### src/include/vpim_pkg.sv
// Purpose: constants and types for the valve process image map
// Assumes: one fixed module layout, one clock, APB register access
// Notes: output word i at OUT_BASE+4*i, input word i at IN_BASE+4*i
// How it works
// - run flag, output word 0 bit 1, lets output payload reach modules
// - parameters are taken only when transfer flag, word 0 bit 0, rises
// - coupler parameter word sits right after last module output word
// - output image length is module words plus one parameter word
// - four diagnostic words, eight bytes, follow the module input words
// - non-information bits are stored and presented as zero
// - word order fixed by physical module order, never reordered
// - valve word: two bits per valve, even sol 14, odd sol 12
// - every module starts on its own word, short data padded with zeros
// - input word 0 bit 0 acknowledges parameters, cleared when they are lost
// - parameter bit 3 picks big-endian (0) or little-endian (1) 16-bit values
package vpim_pkg;
  localparam int OUT_MOD_WORDS = 10;
  localparam int PARAM_WORDS   = 1;
  localparam int OUT_WORDS     = OUT_MOD_WORDS + PARAM_WORDS;
  localparam int PARAM_IDX     = OUT_WORDS - 1;
  localparam int IN_MOD_WORDS  = 4;
  localparam int DIAG_BYTES    = 8;
  localparam int DIAG_WORDS    = DIAG_BYTES / 2;
  localparam int IN_WORDS      = IN_MOD_WORDS + DIAG_WORDS;

  localparam int XFER_BIT = 0;
  localparam int RUN_BIT  = 1;
  localparam int ACK_BIT  = 0;
  localparam int SWAP_BIT = 3;

  localparam logic [15:0] CTRL_MASK  = 16'h0003;
  localparam logic [15:0] PARAM_MASK = 16'h000c;
  localparam logic [15:0] BYTE_MASK  = 16'h00ff;
  localparam logic [15:0] WORD_MASK  = 16'hffff;
  localparam logic [15:0] WORD_RST   = 16'h0000;

  localparam logic [11:0] OUT_BASE = 12'h000;
  localparam logic [11:0] OUT_END  = OUT_BASE + 12'(4 * OUT_WORDS);
  localparam logic [11:0] IN_BASE  = 12'h040;
  localparam logic [11:0] IN_END   = IN_BASE + 12'(4 * IN_WORDS);
  localparam logic [11:0] STS_OFS  = 12'h080;
  localparam logic [11:0] CLR_OFS  = 12'h084;
  localparam logic [11:0] EN_OFS   = 12'h088;
  localparam logic [11:0] ACT_OFS  = 12'h08c;

  localparam int STS_W     = 3;
  localparam int STS_TAKEN = 0;
  localparam int STS_LOST  = 1;
  localparam int STS_RUN   = 2;

  typedef enum logic [1:0] {
    KIND_CTRL  = 2'h0,
    KIND_VALVE = 2'h1,
    KIND_BYTE  = 2'h2,
    KIND_WORD  = 2'h3
  } vpim_kind_t;

  localparam vpim_kind_t OUT_KIND [OUT_MOD_WORDS] = '{KIND_CTRL, KIND_VALVE, KIND_VALVE,
    KIND_VALVE, KIND_VALVE, KIND_WORD, KIND_VALVE, KIND_VALVE, KIND_VALVE, KIND_BYTE};
  localparam int OUT_VALVES [OUT_MOD_WORDS] = '{0, 4, 2, 3, 4, 0, 4, 4, 3, 0};
  localparam vpim_kind_t IN_KIND [IN_MOD_WORDS] = '{KIND_CTRL, KIND_WORD, KIND_BYTE,
    KIND_BYTE};

  function automatic logic [15:0] infoMask(vpim_kind_t k, int n);
    logic [16:0] v;
    v = (17'h00001 << (2 * n)) - 17'h00001;
    unique case (k)
      KIND_VALVE: infoMask = v[15:0] & BYTE_MASK;
      KIND_BYTE:  infoMask = BYTE_MASK;
      KIND_WORD:  infoMask = WORD_MASK;
      KIND_CTRL:  infoMask = CTRL_MASK;
    endcase
  endfunction

  function automatic logic [15:0] outMask(int i);
    if (i == PARAM_IDX) begin
      outMask = PARAM_MASK;
    end else begin
      outMask = infoMask(OUT_KIND[i], OUT_VALVES[i]);
    end
  endfunction

  typedef struct packed {
    logic        psel;
    logic        penable;
    logic        pwrite;
    logic [11:0] paddr;
    logic [31:0] pwdata;
  } vpim_apb_req_t;

  typedef struct packed {
    logic        pready;
    logic        pslverr;
    logic [31:0] prdata;
  } vpim_apb_rsp_t;

  typedef struct packed {
    logic [15:0] drive;
  } vpim_lane_state_t;

  typedef struct packed {
    logic [OUT_WORDS-1:0][15:0] outImg;
    logic [15:0]                actParam;
    logic                       ack;
    logic                       prevXfer;
    logic                       prevRun;
    logic [STS_W-1:0]           sts;
    logic [STS_W-1:0]           en;
    logic                       ready;
    logic                       slverr;
    logic [31:0]                rdata;
  } vpim_map_state_t;
endpackage

### src/hdl/vpim_image_map.sv
// Purpose: process image map between fieldbus side and valve modules
// Assumes: module inputs, diag bytes and paramLost are on core_clk
// Notes: APB slave, one wait state on every access
`timescale 1ns/1ps
module vpim_image_map (
  // clock and reset
  input  wire logic                                 core_clk,
  input  wire logic                                 resetn,
  // register bus
  input  wire vpim_pkg::vpim_apb_req_t              apbReq,
  output vpim_pkg::vpim_apb_rsp_t                   apbRsp,
  // module inputs
  input  wire logic [vpim_pkg::IN_MOD_WORDS-1:1][15:0] modInWords,
  input  wire logic [vpim_pkg::DIAG_BYTES-1:0][7:0]    diagBytes,
  input  wire logic                                 paramLost,
  // module outputs
  output logic [vpim_pkg::OUT_MOD_WORDS-1:1][15:0]  driveWords,
  output logic [15:0]                               activeParam,
  output logic                                      paramAck,
  output logic                                      irq
);
  vpim_pkg::vpim_map_state_t                 stQ;
  vpim_pkg::vpim_map_state_t                 stD;
  logic [vpim_pkg::IN_WORDS-1:0][15:0]       inImg;
  logic                                      run;
  logic                                      swap;
  logic                                      xferRise;
  logic                                      access;
  logic                                      done;
  logic                                      rdStart;
  logic                                      wrDone;
  logic                                      hit;
  logic [31:0]                               rd;
  logic [3:0]                                oIdx;
  logic [3:0]                                iIdx;
  logic [15:0]                               modWord;
  logic [vpim_pkg::STS_W-1:0]                clr;
  logic [vpim_pkg::STS_W-1:0]                stsSet;
  logic [11:0]                               addr;

  assign addr     = apbReq.paddr;
  assign access   = apbReq.psel & apbReq.penable;
  assign done     = access & stQ.ready;
  assign rdStart  = access & ~stQ.ready & ~apbReq.pwrite;
  assign wrDone   = done & apbReq.pwrite;
  assign run      = stQ.outImg[0][vpim_pkg::RUN_BIT];
  assign swap     = stQ.actParam[vpim_pkg::SWAP_BIT];
  assign xferRise = stQ.outImg[0][vpim_pkg::XFER_BIT] & ~stQ.prevXfer;
  assign oIdx     = 4'((addr - vpim_pkg::OUT_BASE) >> 2);
  assign iIdx     = 4'((addr - vpim_pkg::IN_BASE) >> 2);

  // input image assembly
  always_comb begin
    inImg = '0;
    modWord = 16'h0000;
    inImg[0][vpim_pkg::ACK_BIT] = stQ.ack;
    for (int i = 1; i < vpim_pkg::IN_MOD_WORDS; i++) begin
      modWord = modInWords[i] & vpim_pkg::infoMask(vpim_pkg::IN_KIND[i], 0);
      if (vpim_pkg::IN_KIND[i] == vpim_pkg::KIND_WORD && swap) begin
        modWord = {modWord[7:0], modWord[15:8]};
      end
      inImg[i] = modWord;
    end
    for (int d = 0; d < vpim_pkg::DIAG_WORDS; d++) begin
      inImg[vpim_pkg::IN_MOD_WORDS + d] = {diagBytes[2 * d + 1], diagBytes[2 * d]};
    end
  end

  // register read decode
  always_comb begin
    rd = 32'h0000_0000;
    hit = 1'b1;
    if (addr[1:0] != 2'h0) begin
      hit = 1'b0;
    end else if (addr >= vpim_pkg::OUT_BASE && addr < vpim_pkg::OUT_END) begin
      rd = {16'h0000, stQ.outImg[oIdx]};
    end else if (addr >= vpim_pkg::IN_BASE && addr < vpim_pkg::IN_END) begin
      rd = {16'h0000, inImg[iIdx]};
    end else if (addr == vpim_pkg::STS_OFS) begin
      rd = {29'h0, stQ.sts};
    end else if (addr == vpim_pkg::CLR_OFS) begin
      rd = 32'h0000_0000;
    end else if (addr == vpim_pkg::EN_OFS) begin
      rd = {29'h0, stQ.en};
    end else if (addr == vpim_pkg::ACT_OFS) begin
      rd = {16'h0000, stQ.actParam};
    end else begin
      hit = 1'b0;
    end
  end

  // next state
  always_comb begin
    stD = stQ;
    clr = '0;
    stsSet = '0;
    stD.ready = access & ~stQ.ready;
    stD.prevXfer = stQ.outImg[0][vpim_pkg::XFER_BIT];
    stD.prevRun = run;
    if (access && !stQ.ready) begin
      stD.slverr = ~hit;
      stD.rdata = (hit && !apbReq.pwrite) ? rd : 32'h0000_0000;
    end
    if (done && apbReq.pwrite && hit) begin
      if (addr < vpim_pkg::OUT_END) begin
        stD.outImg[oIdx] = apbReq.pwdata[15:0] & vpim_pkg::outMask(int'(oIdx));
      end else if (addr == vpim_pkg::CLR_OFS) begin
        clr = apbReq.pwdata[vpim_pkg::STS_W-1:0];
      end else if (addr == vpim_pkg::EN_OFS) begin
        stD.en = apbReq.pwdata[vpim_pkg::STS_W-1:0];
      end
    end
    if (paramLost) begin
      stD.ack = 1'b0;
      stD.actParam = vpim_pkg::WORD_RST;
      stsSet[vpim_pkg::STS_LOST] = 1'b1;
    end else if (xferRise) begin
      stD.actParam = stQ.outImg[vpim_pkg::PARAM_IDX] & vpim_pkg::PARAM_MASK;
      stD.ack = 1'b1;
      stsSet[vpim_pkg::STS_TAKEN] = 1'b1;
    end
    stsSet[vpim_pkg::STS_RUN] = run ^ stQ.prevRun;
    stD.sts = (stQ.sts & ~clr) | stsSet;
  end

  always_ff @(posedge core_clk or negedge resetn) begin
    if (!resetn) begin
      stQ <= '0;
    end else begin
      stQ <= stD;
    end
  end

  // module output lanes
  genvar g;
  generate
    for (g = 1; g < vpim_pkg::OUT_MOD_WORDS; g++) begin : gLane
      vpim_word_lane #(
        .KIND   (vpim_pkg::OUT_KIND[g]),
        .VALVES (vpim_pkg::OUT_VALVES[g])
      ) uLane (
        .core_clk  (core_clk),
        .resetn    (resetn),
        .rawWord   (stQ.outImg[g]),
        .run       (run),
        .swap      (swap),
        .driveWord (driveWords[g])
      );
    end
  endgenerate

  assign apbRsp.pready  = stQ.ready;
  assign apbRsp.pslverr = stQ.ready & stQ.slverr;
  assign apbRsp.prdata  = stQ.rdata;
  assign activeParam    = stQ.actParam;
  assign paramAck       = stQ.ack;
  assign irq            = |(stQ.sts & stQ.en);

  a_param_take: assert property (@(posedge core_clk) disable iff (!resetn)
    xferRise && !paramLost |=> paramAck
      && activeParam == ($past(stQ.outImg[vpim_pkg::PARAM_IDX]) & vpim_pkg::PARAM_MASK))
    else $error("parameters not taken on transfer flag");

  a_param_only_flag: assert property (@(posedge core_clk) disable iff (!resetn)
    !xferRise && !paramLost |=> $stable(activeParam))
    else $error("parameters changed without transfer flag");

  a_ack_held: assert property (@(posedge core_clk) disable iff (!resetn)
    paramAck && !paramLost |=> paramAck)
    else $error("acknowledge dropped without parameter loss");

  a_lost_clears: assert property (@(posedge core_clk) disable iff (!resetn)
    paramLost |=> !paramAck && activeParam == 16'h0000 && stQ.sts[vpim_pkg::STS_LOST])
    else $error("lost parameters still acknowledged");

  a_param_slot: assert property (@(posedge core_clk) disable iff (!resetn)
    access && !stQ.ready && !apbReq.pwrite
      && addr == vpim_pkg::OUT_BASE + 12'(4 * (vpim_pkg::OUT_WORDS - 1))
      |=> apbRsp.pready && apbRsp.prdata[15:0] == stQ.outImg[vpim_pkg::OUT_MOD_WORDS])
    else $error("parameter word not in last output slot");

  a_diag_slot: assert property (@(posedge core_clk) disable iff (!resetn)
    access && !stQ.ready && !apbReq.pwrite
      && addr == vpim_pkg::IN_BASE + 12'(4 * vpim_pkg::IN_MOD_WORDS)
      |=> apbRsp.pready && apbRsp.prdata == {16'h0000, $past(diagBytes[1]),
      $past(diagBytes[0])})
    else $error("first diagnostic word misplaced");

  a_ctrl_clean: assert property (@(posedge core_clk) disable iff (!resetn)
    (stQ.outImg[0] & ~vpim_pkg::CTRL_MASK) == 16'h0000
      && (stQ.outImg[vpim_pkg::PARAM_IDX] & ~vpim_pkg::PARAM_MASK) == 16'h0000)
    else $error("non-information bit stored");

  a_ack_word_clean: assert property (@(posedge core_clk) disable iff (!resetn)
    inImg[0] == {15'h0000, paramAck})
    else $error("status word carries stray bits");

  a_answer_next: assert property (@(posedge core_clk) disable iff (!resetn)
    access && !stQ.ready |=> apbRsp.pready ##1 !apbRsp.pready)
    else $error("bus answer not after one wait state");

  a_out_len_end: assert property (@(posedge core_clk) disable iff (!resetn)
    access && !stQ.ready && addr == vpim_pkg::OUT_END |=> apbRsp.pslverr)
    else $error("access past output image accepted");

  a_diag_len_end: assert property (@(posedge core_clk) disable iff (!resetn)
    access && !stQ.ready && addr == vpim_pkg::IN_END |=> apbRsp.pslverr)
    else $error("access past diagnostic words accepted");

  a_out_word_store: assert property (@(posedge core_clk) disable iff (!resetn)
    wrDone && addr == vpim_pkg::OUT_BASE + 12'h004
      |=> stQ.outImg[1] == ($past(apbReq.pwdata[15:0]) & vpim_pkg::outMask(1)))
    else $error("output word not stored in its own slot");

  a_in_word_order: assert property (@(posedge core_clk) disable iff (!resetn)
    rdStart && addr == vpim_pkg::IN_BASE + 12'h004 && !swap
      |=> apbRsp.prdata == {16'h0000, $past(modInWords[1])})
    else $error("input word not in module order");

  a_in_word_swap: assert property (@(posedge core_clk) disable iff (!resetn)
    rdStart && addr == vpim_pkg::IN_BASE + 12'h004 && swap
      |=> apbRsp.prdata == {16'h0000, $past(modInWords[1][7:0]),
      $past(modInWords[1][15:8])})
    else $error("16-bit input value not byte swapped");

  a_in_byte_pad: assert property (@(posedge core_clk) disable iff (!resetn)
    rdStart && (addr == vpim_pkg::IN_BASE + 12'h008 || addr == vpim_pkg::IN_BASE + 12'h00c)
      |=> apbRsp.prdata[31:8] == 24'h000000)
    else $error("byte module input not padded to a word");

  a_ack_word_read: assert property (@(posedge core_clk) disable iff (!resetn)
    rdStart && addr == vpim_pkg::IN_BASE
      |=> apbRsp.prdata == {31'h00000000, $past(paramAck)})
    else $error("acknowledge not read in input word 0");

  a_act_read: assert property (@(posedge core_clk) disable iff (!resetn)
    rdStart && addr == vpim_pkg::ACT_OFS
      |=> apbRsp.prdata == {16'h0000, $past(activeParam)})
    else $error("active parameter read wrong");

  a_taken_sts: assert property (@(posedge core_clk) disable iff (!resetn)
    xferRise && !paramLost |=> stQ.sts[vpim_pkg::STS_TAKEN])
    else $error("parameter take not flagged in status");

  a_run_sts: assert property (@(posedge core_clk) disable iff (!resetn)
    run != stQ.prevRun |=> stQ.sts[vpim_pkg::STS_RUN])
    else $error("run flag change not flagged in status");

  a_sts_sticky: assert property (@(posedge core_clk) disable iff (!resetn)
    stQ.sts[vpim_pkg::STS_LOST] && !clr[vpim_pkg::STS_LOST] |=> stQ.sts[vpim_pkg::STS_LOST])
    else $error("status bit dropped without clear");

  a_en_store: assert property (@(posedge core_clk) disable iff (!resetn)
    wrDone && addr == vpim_pkg::EN_OFS
      |=> stQ.en == $past(apbReq.pwdata[vpim_pkg::STS_W-1:0]))
    else $error("enable write not stored");

  a_clr_reads_zero: assert property (@(posedge core_clk) disable iff (!resetn)
    rdStart && addr == vpim_pkg::CLR_OFS
      |=> apbRsp.prdata == 32'h0000_0000 && !apbRsp.pslverr)
    else $error("clear register read not zero");

  a_bad_write_ignored: assert property (@(posedge core_clk) disable iff (!resetn)
    wrDone && !hit |=> $stable(stQ.outImg) && $stable(stQ.en))
    else $error("refused write changed a register");

  a_in_write_ignored: assert property (@(posedge core_clk) disable iff (!resetn)
    wrDone && addr >= vpim_pkg::IN_BASE && addr < vpim_pkg::IN_END |=> $stable(stQ.outImg))
    else $error("write to input image changed output image");

  a_rdata_hold: assert property (@(posedge core_clk) disable iff (!resetn)
    !access |=> $stable(apbRsp.prdata))
    else $error("read data changed outside an access");

  a_ready_pulse: assert property (@(posedge core_clk) disable iff (!resetn)
    apbRsp.pready |=> !apbRsp.pready)
    else $error("ready held longer than one cycle");

  a_err_with_ready: assert property (@(posedge core_clk) disable iff (!resetn)
    apbRsp.pslverr |-> apbRsp.pready)
    else $error("error flag shown without ready");

  a_param_clean: assert property (@(posedge core_clk) disable iff (!resetn)
    (activeParam & ~vpim_pkg::PARAM_MASK) == 16'h0000)
    else $error("active parameter carries stray bits");

  a_drive_run_low: assert property (@(posedge core_clk) disable iff (!resetn)
    !run |=> driveWords == '0)
    else $error("module output active while run flag clear");

  c_param_take: cover property (@(posedge core_clk) disable iff (!resetn)
    xferRise && !paramLost ##1 paramAck);

  c_param_lost: cover property (@(posedge core_clk) disable iff (!resetn)
    paramAck ##1 paramLost);

  c_run_on: cover property (@(posedge core_clk) disable iff (!resetn)
    !run ##1 run ##2 driveWords[1] != 16'h0000);

  c_irq_seen: cover property (@(posedge core_clk) disable iff (!resetn)
    !irq ##1 irq);
endmodule

### src/hdl/vpim_word_lane.sv
// Purpose: drive one module output word from its image word
// Assumes: run and swap come from logic on core_clk
// Notes: output registered, zero while run is low
`timescale 1ns/1ps
module vpim_word_lane #(
  parameter vpim_pkg::vpim_kind_t KIND   = vpim_pkg::KIND_BYTE,
  parameter int                   VALVES = 0
) (
  // clock and reset
  input  wire logic        core_clk,
  input  wire logic        resetn,
  // image side
  input  wire logic [15:0] rawWord,
  input  wire logic        run,
  input  wire logic        swap,
  // module side
  output logic      [15:0] driveWord
);
  localparam logic [15:0] MASK = vpim_pkg::infoMask(KIND, VALVES);

  vpim_pkg::vpim_lane_state_t stQ;
  vpim_pkg::vpim_lane_state_t stD;
  logic [15:0]                masked;

  always_comb begin
    stD = stQ;
    masked = rawWord & MASK;
    if (!run) begin
      stD.drive = 16'h0000;
    end else if (KIND == vpim_pkg::KIND_WORD && swap) begin
      stD.drive = {masked[7:0], masked[15:8]};
    end else begin
      stD.drive = masked;
    end
  end

  always_ff @(posedge core_clk or negedge resetn) begin
    if (!resetn) begin
      stQ <= '0;
    end else begin
      stQ <= stD;
    end
  end

  assign driveWord = stQ.drive;

  a_run_low_zero: assert property (@(posedge core_clk) disable iff (!resetn)
    !run |=> driveWord == 16'h0000)
    else $error("output active while run flag clear");

  a_drive_info_only: assert property (@(posedge core_clk) disable iff (!resetn)
    (driveWord & ~MASK) == 16'h0000)
    else $error("non-information bit driven");

  a_run_high_pass: assert property (@(posedge core_clk) disable iff (!resetn)
    run && !swap |=> driveWord == ($past(rawWord) & MASK))
    else $error("payload not applied while run set");

  a_swap_order: assert property (@(posedge core_clk) disable iff (!resetn)
    run && swap && KIND == vpim_pkg::KIND_WORD
      |=> driveWord == {$past(rawWord[7:0]), $past(rawWord[15:8])})
    else $error("16-bit value not byte swapped");
endmodule

### config.mk
export PLATFORM = sky130hd
export DESIGN_NAME = vpim_image_map
export DESIGN_NICKNAME = d
export VERILOG_FILES = /design/src/include/vpim_pkg.sv /design/src/hdl/vpim_image_map.sv /design/src/hdl/vpim_word_lane.sv
export SDC_FILE = /design/constraint.sdc
export NUM_CORES = 1
export LEC_CHECK = 0
export ABC_AREA = 1
export ABC_CLOCK_PERIOD_IN_PS = 1500
export CORE_UTILIZATION = 48
export DETAILED_ROUTE_END_ITERATION = 8
export DONT_BUFFER_PORTS = 1
export PLACE_DENSITY = 0.75
export RECOVER_POWER = 100
export SLEW_MARGIN = 40
export SYNTH_ARGS = -nofsm -noshare
export SYNTH_HDL_FRONTEND = slang
export SYNTH_SLANG_ARGS = --single-unit
### constraint.sdc
create_clock -name core_clk -period 1.5 [get_ports core_clk]
set_input_delay 0.3 -clock core_clk [delete_from_list [all_inputs] [get_ports core_clk]]
set_output_delay 0.3 -clock core_clk [all_outputs]
set_load 0.02 [all_outputs]
==> run summary <==
initial core utilization = 49.30%
Mapped Cells = 1,793
dpl hpwl = 28,420 um
crit path launch type = flop
share of power burned in registers = 46.2%
Crit. End Element = flop
I/O Buffers = 0
crit share post-route = 108.2%
cell-internal power = 12.28 mW
most frequent cells in the layout = 335 x nand2_1, 275 x dfrtp_1, 260 x inv_1
Fin. Hold Viols = 288
outcome = finished, violations left
CTS tree = yes
gr usage total = 26.80%
Via-to-Cell Ratio = 5.501
Synth Register Bits = 277
grt ovf = 0
Place WS = -0.4559 ns
Slew Limit Headroom = 37.53%
DRC = 0
Initial DRC Count = 1,487
type of the most critical hold path = primary input to asynchronous set/reset pin
Synth Cell Area = 14,300 um2
Antenna Violating Nets Remaining = 0
Critical Path RT = 1.93 ns
Seq/Total Area, Yosys = 48.46%
H-Tree Depth = 1
CP max-delay cell = dfrtp_1
final worst setup slack = -0.1226 ns
Clock Sinks = 277
vias in the first global route = 11,730
RSZ-0062 raised after global routing = true
Layout area overhead = 19.56%
Final Util = 58.94%
Filler cells = 2,402
layout net count = 2,066
total CTS buffers = 29
io pins = 358
Die Area = 30,490 um2
crit-path cells = nand2_1 -> nor2_1 -> buf_4 -> nand4_4 -> buf_12 -> buf_12 -> o21bai_1 -> nand2_1
cell area after layout = 17,100 um2
number of antenna violations at the first check in global routing = 1
global-route wire length before repair = 64,380 um
Rows = 62
switching share of power = 24.25%
Pwr Density = 948.1 nW/um2
routed wire length = 44,560 um
worst-margin pin slew = 0.9336 ns
Core Footprint = 29,010 um2
largest net degree at the start of global routing = 278
Hold Buf Count CTS = 12
Final Critical Period = 1.623 ns
Clk network pwr share = 45.6%
layout cells sized above 1 = 16.06%
Leak = 8.400 nW
synthesized area per cell = 7.978 um2
first-pass iteration count of the detailed router = 6
max-cap check violation count = 0
average wire per standard cell = 19.30 um
Setup Viol. Count Final = 108
WS Path Type = flop to flop
Unique masters post-synth = 39
Synth warnings = 0
Longest Clk Path Bufs = 3
f_max = 616.3 MHz
most common cell after layout, fill and taps aside = nand2_1
Die Span Y = 174.6 um
chip width = 174.6 um
Crit Path Max Fanout = 16
Clk Latency, worst-skew pair = 0.56 ns
failing checks = hold timing, setup timing
max-slew violations = 0
WHS = -0.5525 ns
Setup Skew = 0.01172 ns
GP Congestion = 0.9823
Clock Tree Root = clkbuf_16
CP arrival = 2.06 ns
Sw Pwr = 3.931 mW
worst ir drop on vdd = 0.0008154 V
via count = 12,700
Worst-path clk slew = 0.06 ns
Max stage delay on crit path = 0.37 ns
placed cell areas = 15,110 um2
Comb pwr share = 8.2%
through the flow:
stage | hold WS [ns] | std cells | power (mW) | setup TNS (ns)
2_1_floorplan | 0.004409 | 1894 | 8.621 | -47.23
3_3_place_gp | 0.01364 | 2205 | 8.795 | -63.69
3_5_place_dp | 0.01287 | 2205 | 8.802 | -68.07
4_1_cts | -0.5724 | 2284 | 16.17 | -3.934
5_1_grt | -0.5709 | 2309 | 16.64 | -15.95
6_report | -0.5525 | 2309 | 16.21 | -6.426
Yosys cell counts:
cell / n / area (um2)
nor2_2: 5 / 31.28
buf_6: 11 / 123.9
buf_1: 9 / 33.78
o221ai_1: 4 / 35.03
buf_2: 12 / 60.06
nand4_1: 23 / 143.9
inv_1: 264 / 991.0
buf_4: 123 / 923.4
dfrtp_1: 277 / 6932
nand3_1: 120 / 600.6
nor2_4: 10 / 112.6
nand4_4: 1 / 21.27
clkinv_1: 6 / 22.52
o22a_1: 3 / 26.28
nand2_1: 338 / 1269
o211ai_1: 2 / 15.01
nor2_8: 1 / 20.02
a211oi_1: 1 / 7.510
a22oi_1: 23 / 172.7
xnor2_1: 1 / 8.760
conb_1: 2 / 7.510
nand3b_1: 1 / 7.510
nor2_1: 230 / 863.3
o2111ai_1: 5 / 43.79
clkbuf_1: 45 / 168.9
o21bai_1: 78 / 585.6
inv_2: 12 / 45.04
a21oi_1: 50 / 250.2
a21boi_0: 1 / 7.510
nor3_1: 2 / 10.01
a31oi_2: 1 / 12.51
nand3_4: 1 / 17.52
or2_2: 5 / 31.28
o21ai_0: 80 / 400.4
nand2_4: 1 / 11.26
nand3_2: 1 / 10.01
ha_1: 1 / 12.51
o22ai_1: 38 / 237.7
nand2_2: 5 / 31.28
state kept, by name, summed over array words and instances (netlist names):
| signal | count |
|---|---|
| gLane.uLane.driveWord | 72 |
| apbRsp | 17 |
| stQ | 183 |
| paramAck | 1 |
| run | 1 |
| stD | 1 |
| activeParam | 2 |
cell families after synthesis:
family	after synthesis	synth area share, %
and+or+nand+nor	744	22.24
buffers and inverters	482	16.56
AOI/OAI and AO/OA	286	12.54
DFF	277	48.46
other	2	0.05250
xor gates and xnor gates	1	0.06124
adders and majority gates	1	0.08746
cell type report:
type	instances	area, um2	area share, %
flip-flops and latches	277	6934	40.55
multi-input cells	1135	5662	33.11
repair buffers	178	1983	11.60
inverters	282	1069	6.248
clock buffers	39	793.3	4.639
well taps	384	480.5	2.809
clock inverters	13	177.7	1.039
diodes	1	2.502	0.01463
layer usage:
layer | global-route usage [%] | wire (um) | up-vias | share of wire, %
met1 | 37.42 | 17700 | 6072 | 40
met2 | 42.50 | 20750 | 811 | 47
met3 | 3.612 | 4104 | 165 | 9.2
met5 | 0 | 0 | - | 0
li1 | - | - | 5654 | -
met4 | 10.33 | 2015 | 0 | 4.5
worst max-delay path, delay by kind of cell (launching register included):
family | cells | cell delay, ns
compound gates | 1 | 0.15
simple gates | 4 | 0.41
flops | 1 | 0.37
buf+inv | 3 | 0.55
power by group through the flow:
| stage | Clock [mW] | Sequential (mW) | Combinational, mW |
|---|---|---|---|
| after floorplan | 0 | 7.62 | 0.998 |
| after global placement | 0 | 7.63 | 1.17 |
| after detailed placement | 0 | 7.63 | 1.18 |
| after CTS | 7.45 | 7.49 | 1.23 |
| after global routing | 7.76 | 7.49 | 1.39 |
| final | 7.40 | 7.49 | 1.32 |
final timing paths:
kind	slack (ns)	from	end	cells after the start
worst min register to register	0.39	stD[41]$_DFFE_PN0P_	stQ[41]$_DFF_PN0_	0
worst max-delay path	-0.12	apbRsp[33]$_DFF_PN0_	stQ[144]$_DFFE_PN0P_	8
worst min-delay path	-0.55	resetn	gLane[7].uLane.driveWord[3]$_DFF_PN0_	0
min in group core_clk	-0.02	apbReq[44]	apbRsp[6]$_DFFE_PN0P_	3
worst max register to register	-0.12	apbRsp[33]$_DFF_PN0_	stQ[144]$_DFFE_PN0P_	8
max in group asynchronous	1.43	resetn	activeParam[3]$_DFFE_PN0P_	0
what timing repair did:
action                                  in CTS  in global routing
resized for setup                           28                 72
gates cloned                                 5                 17
buffers inserted                            10                  9
endpoints found under the setup margin     119                188
pin swaps                                    7                 31
hold endpoints to repair                   293                277
No activity file was read; power rests on OpenSTA's default activity.
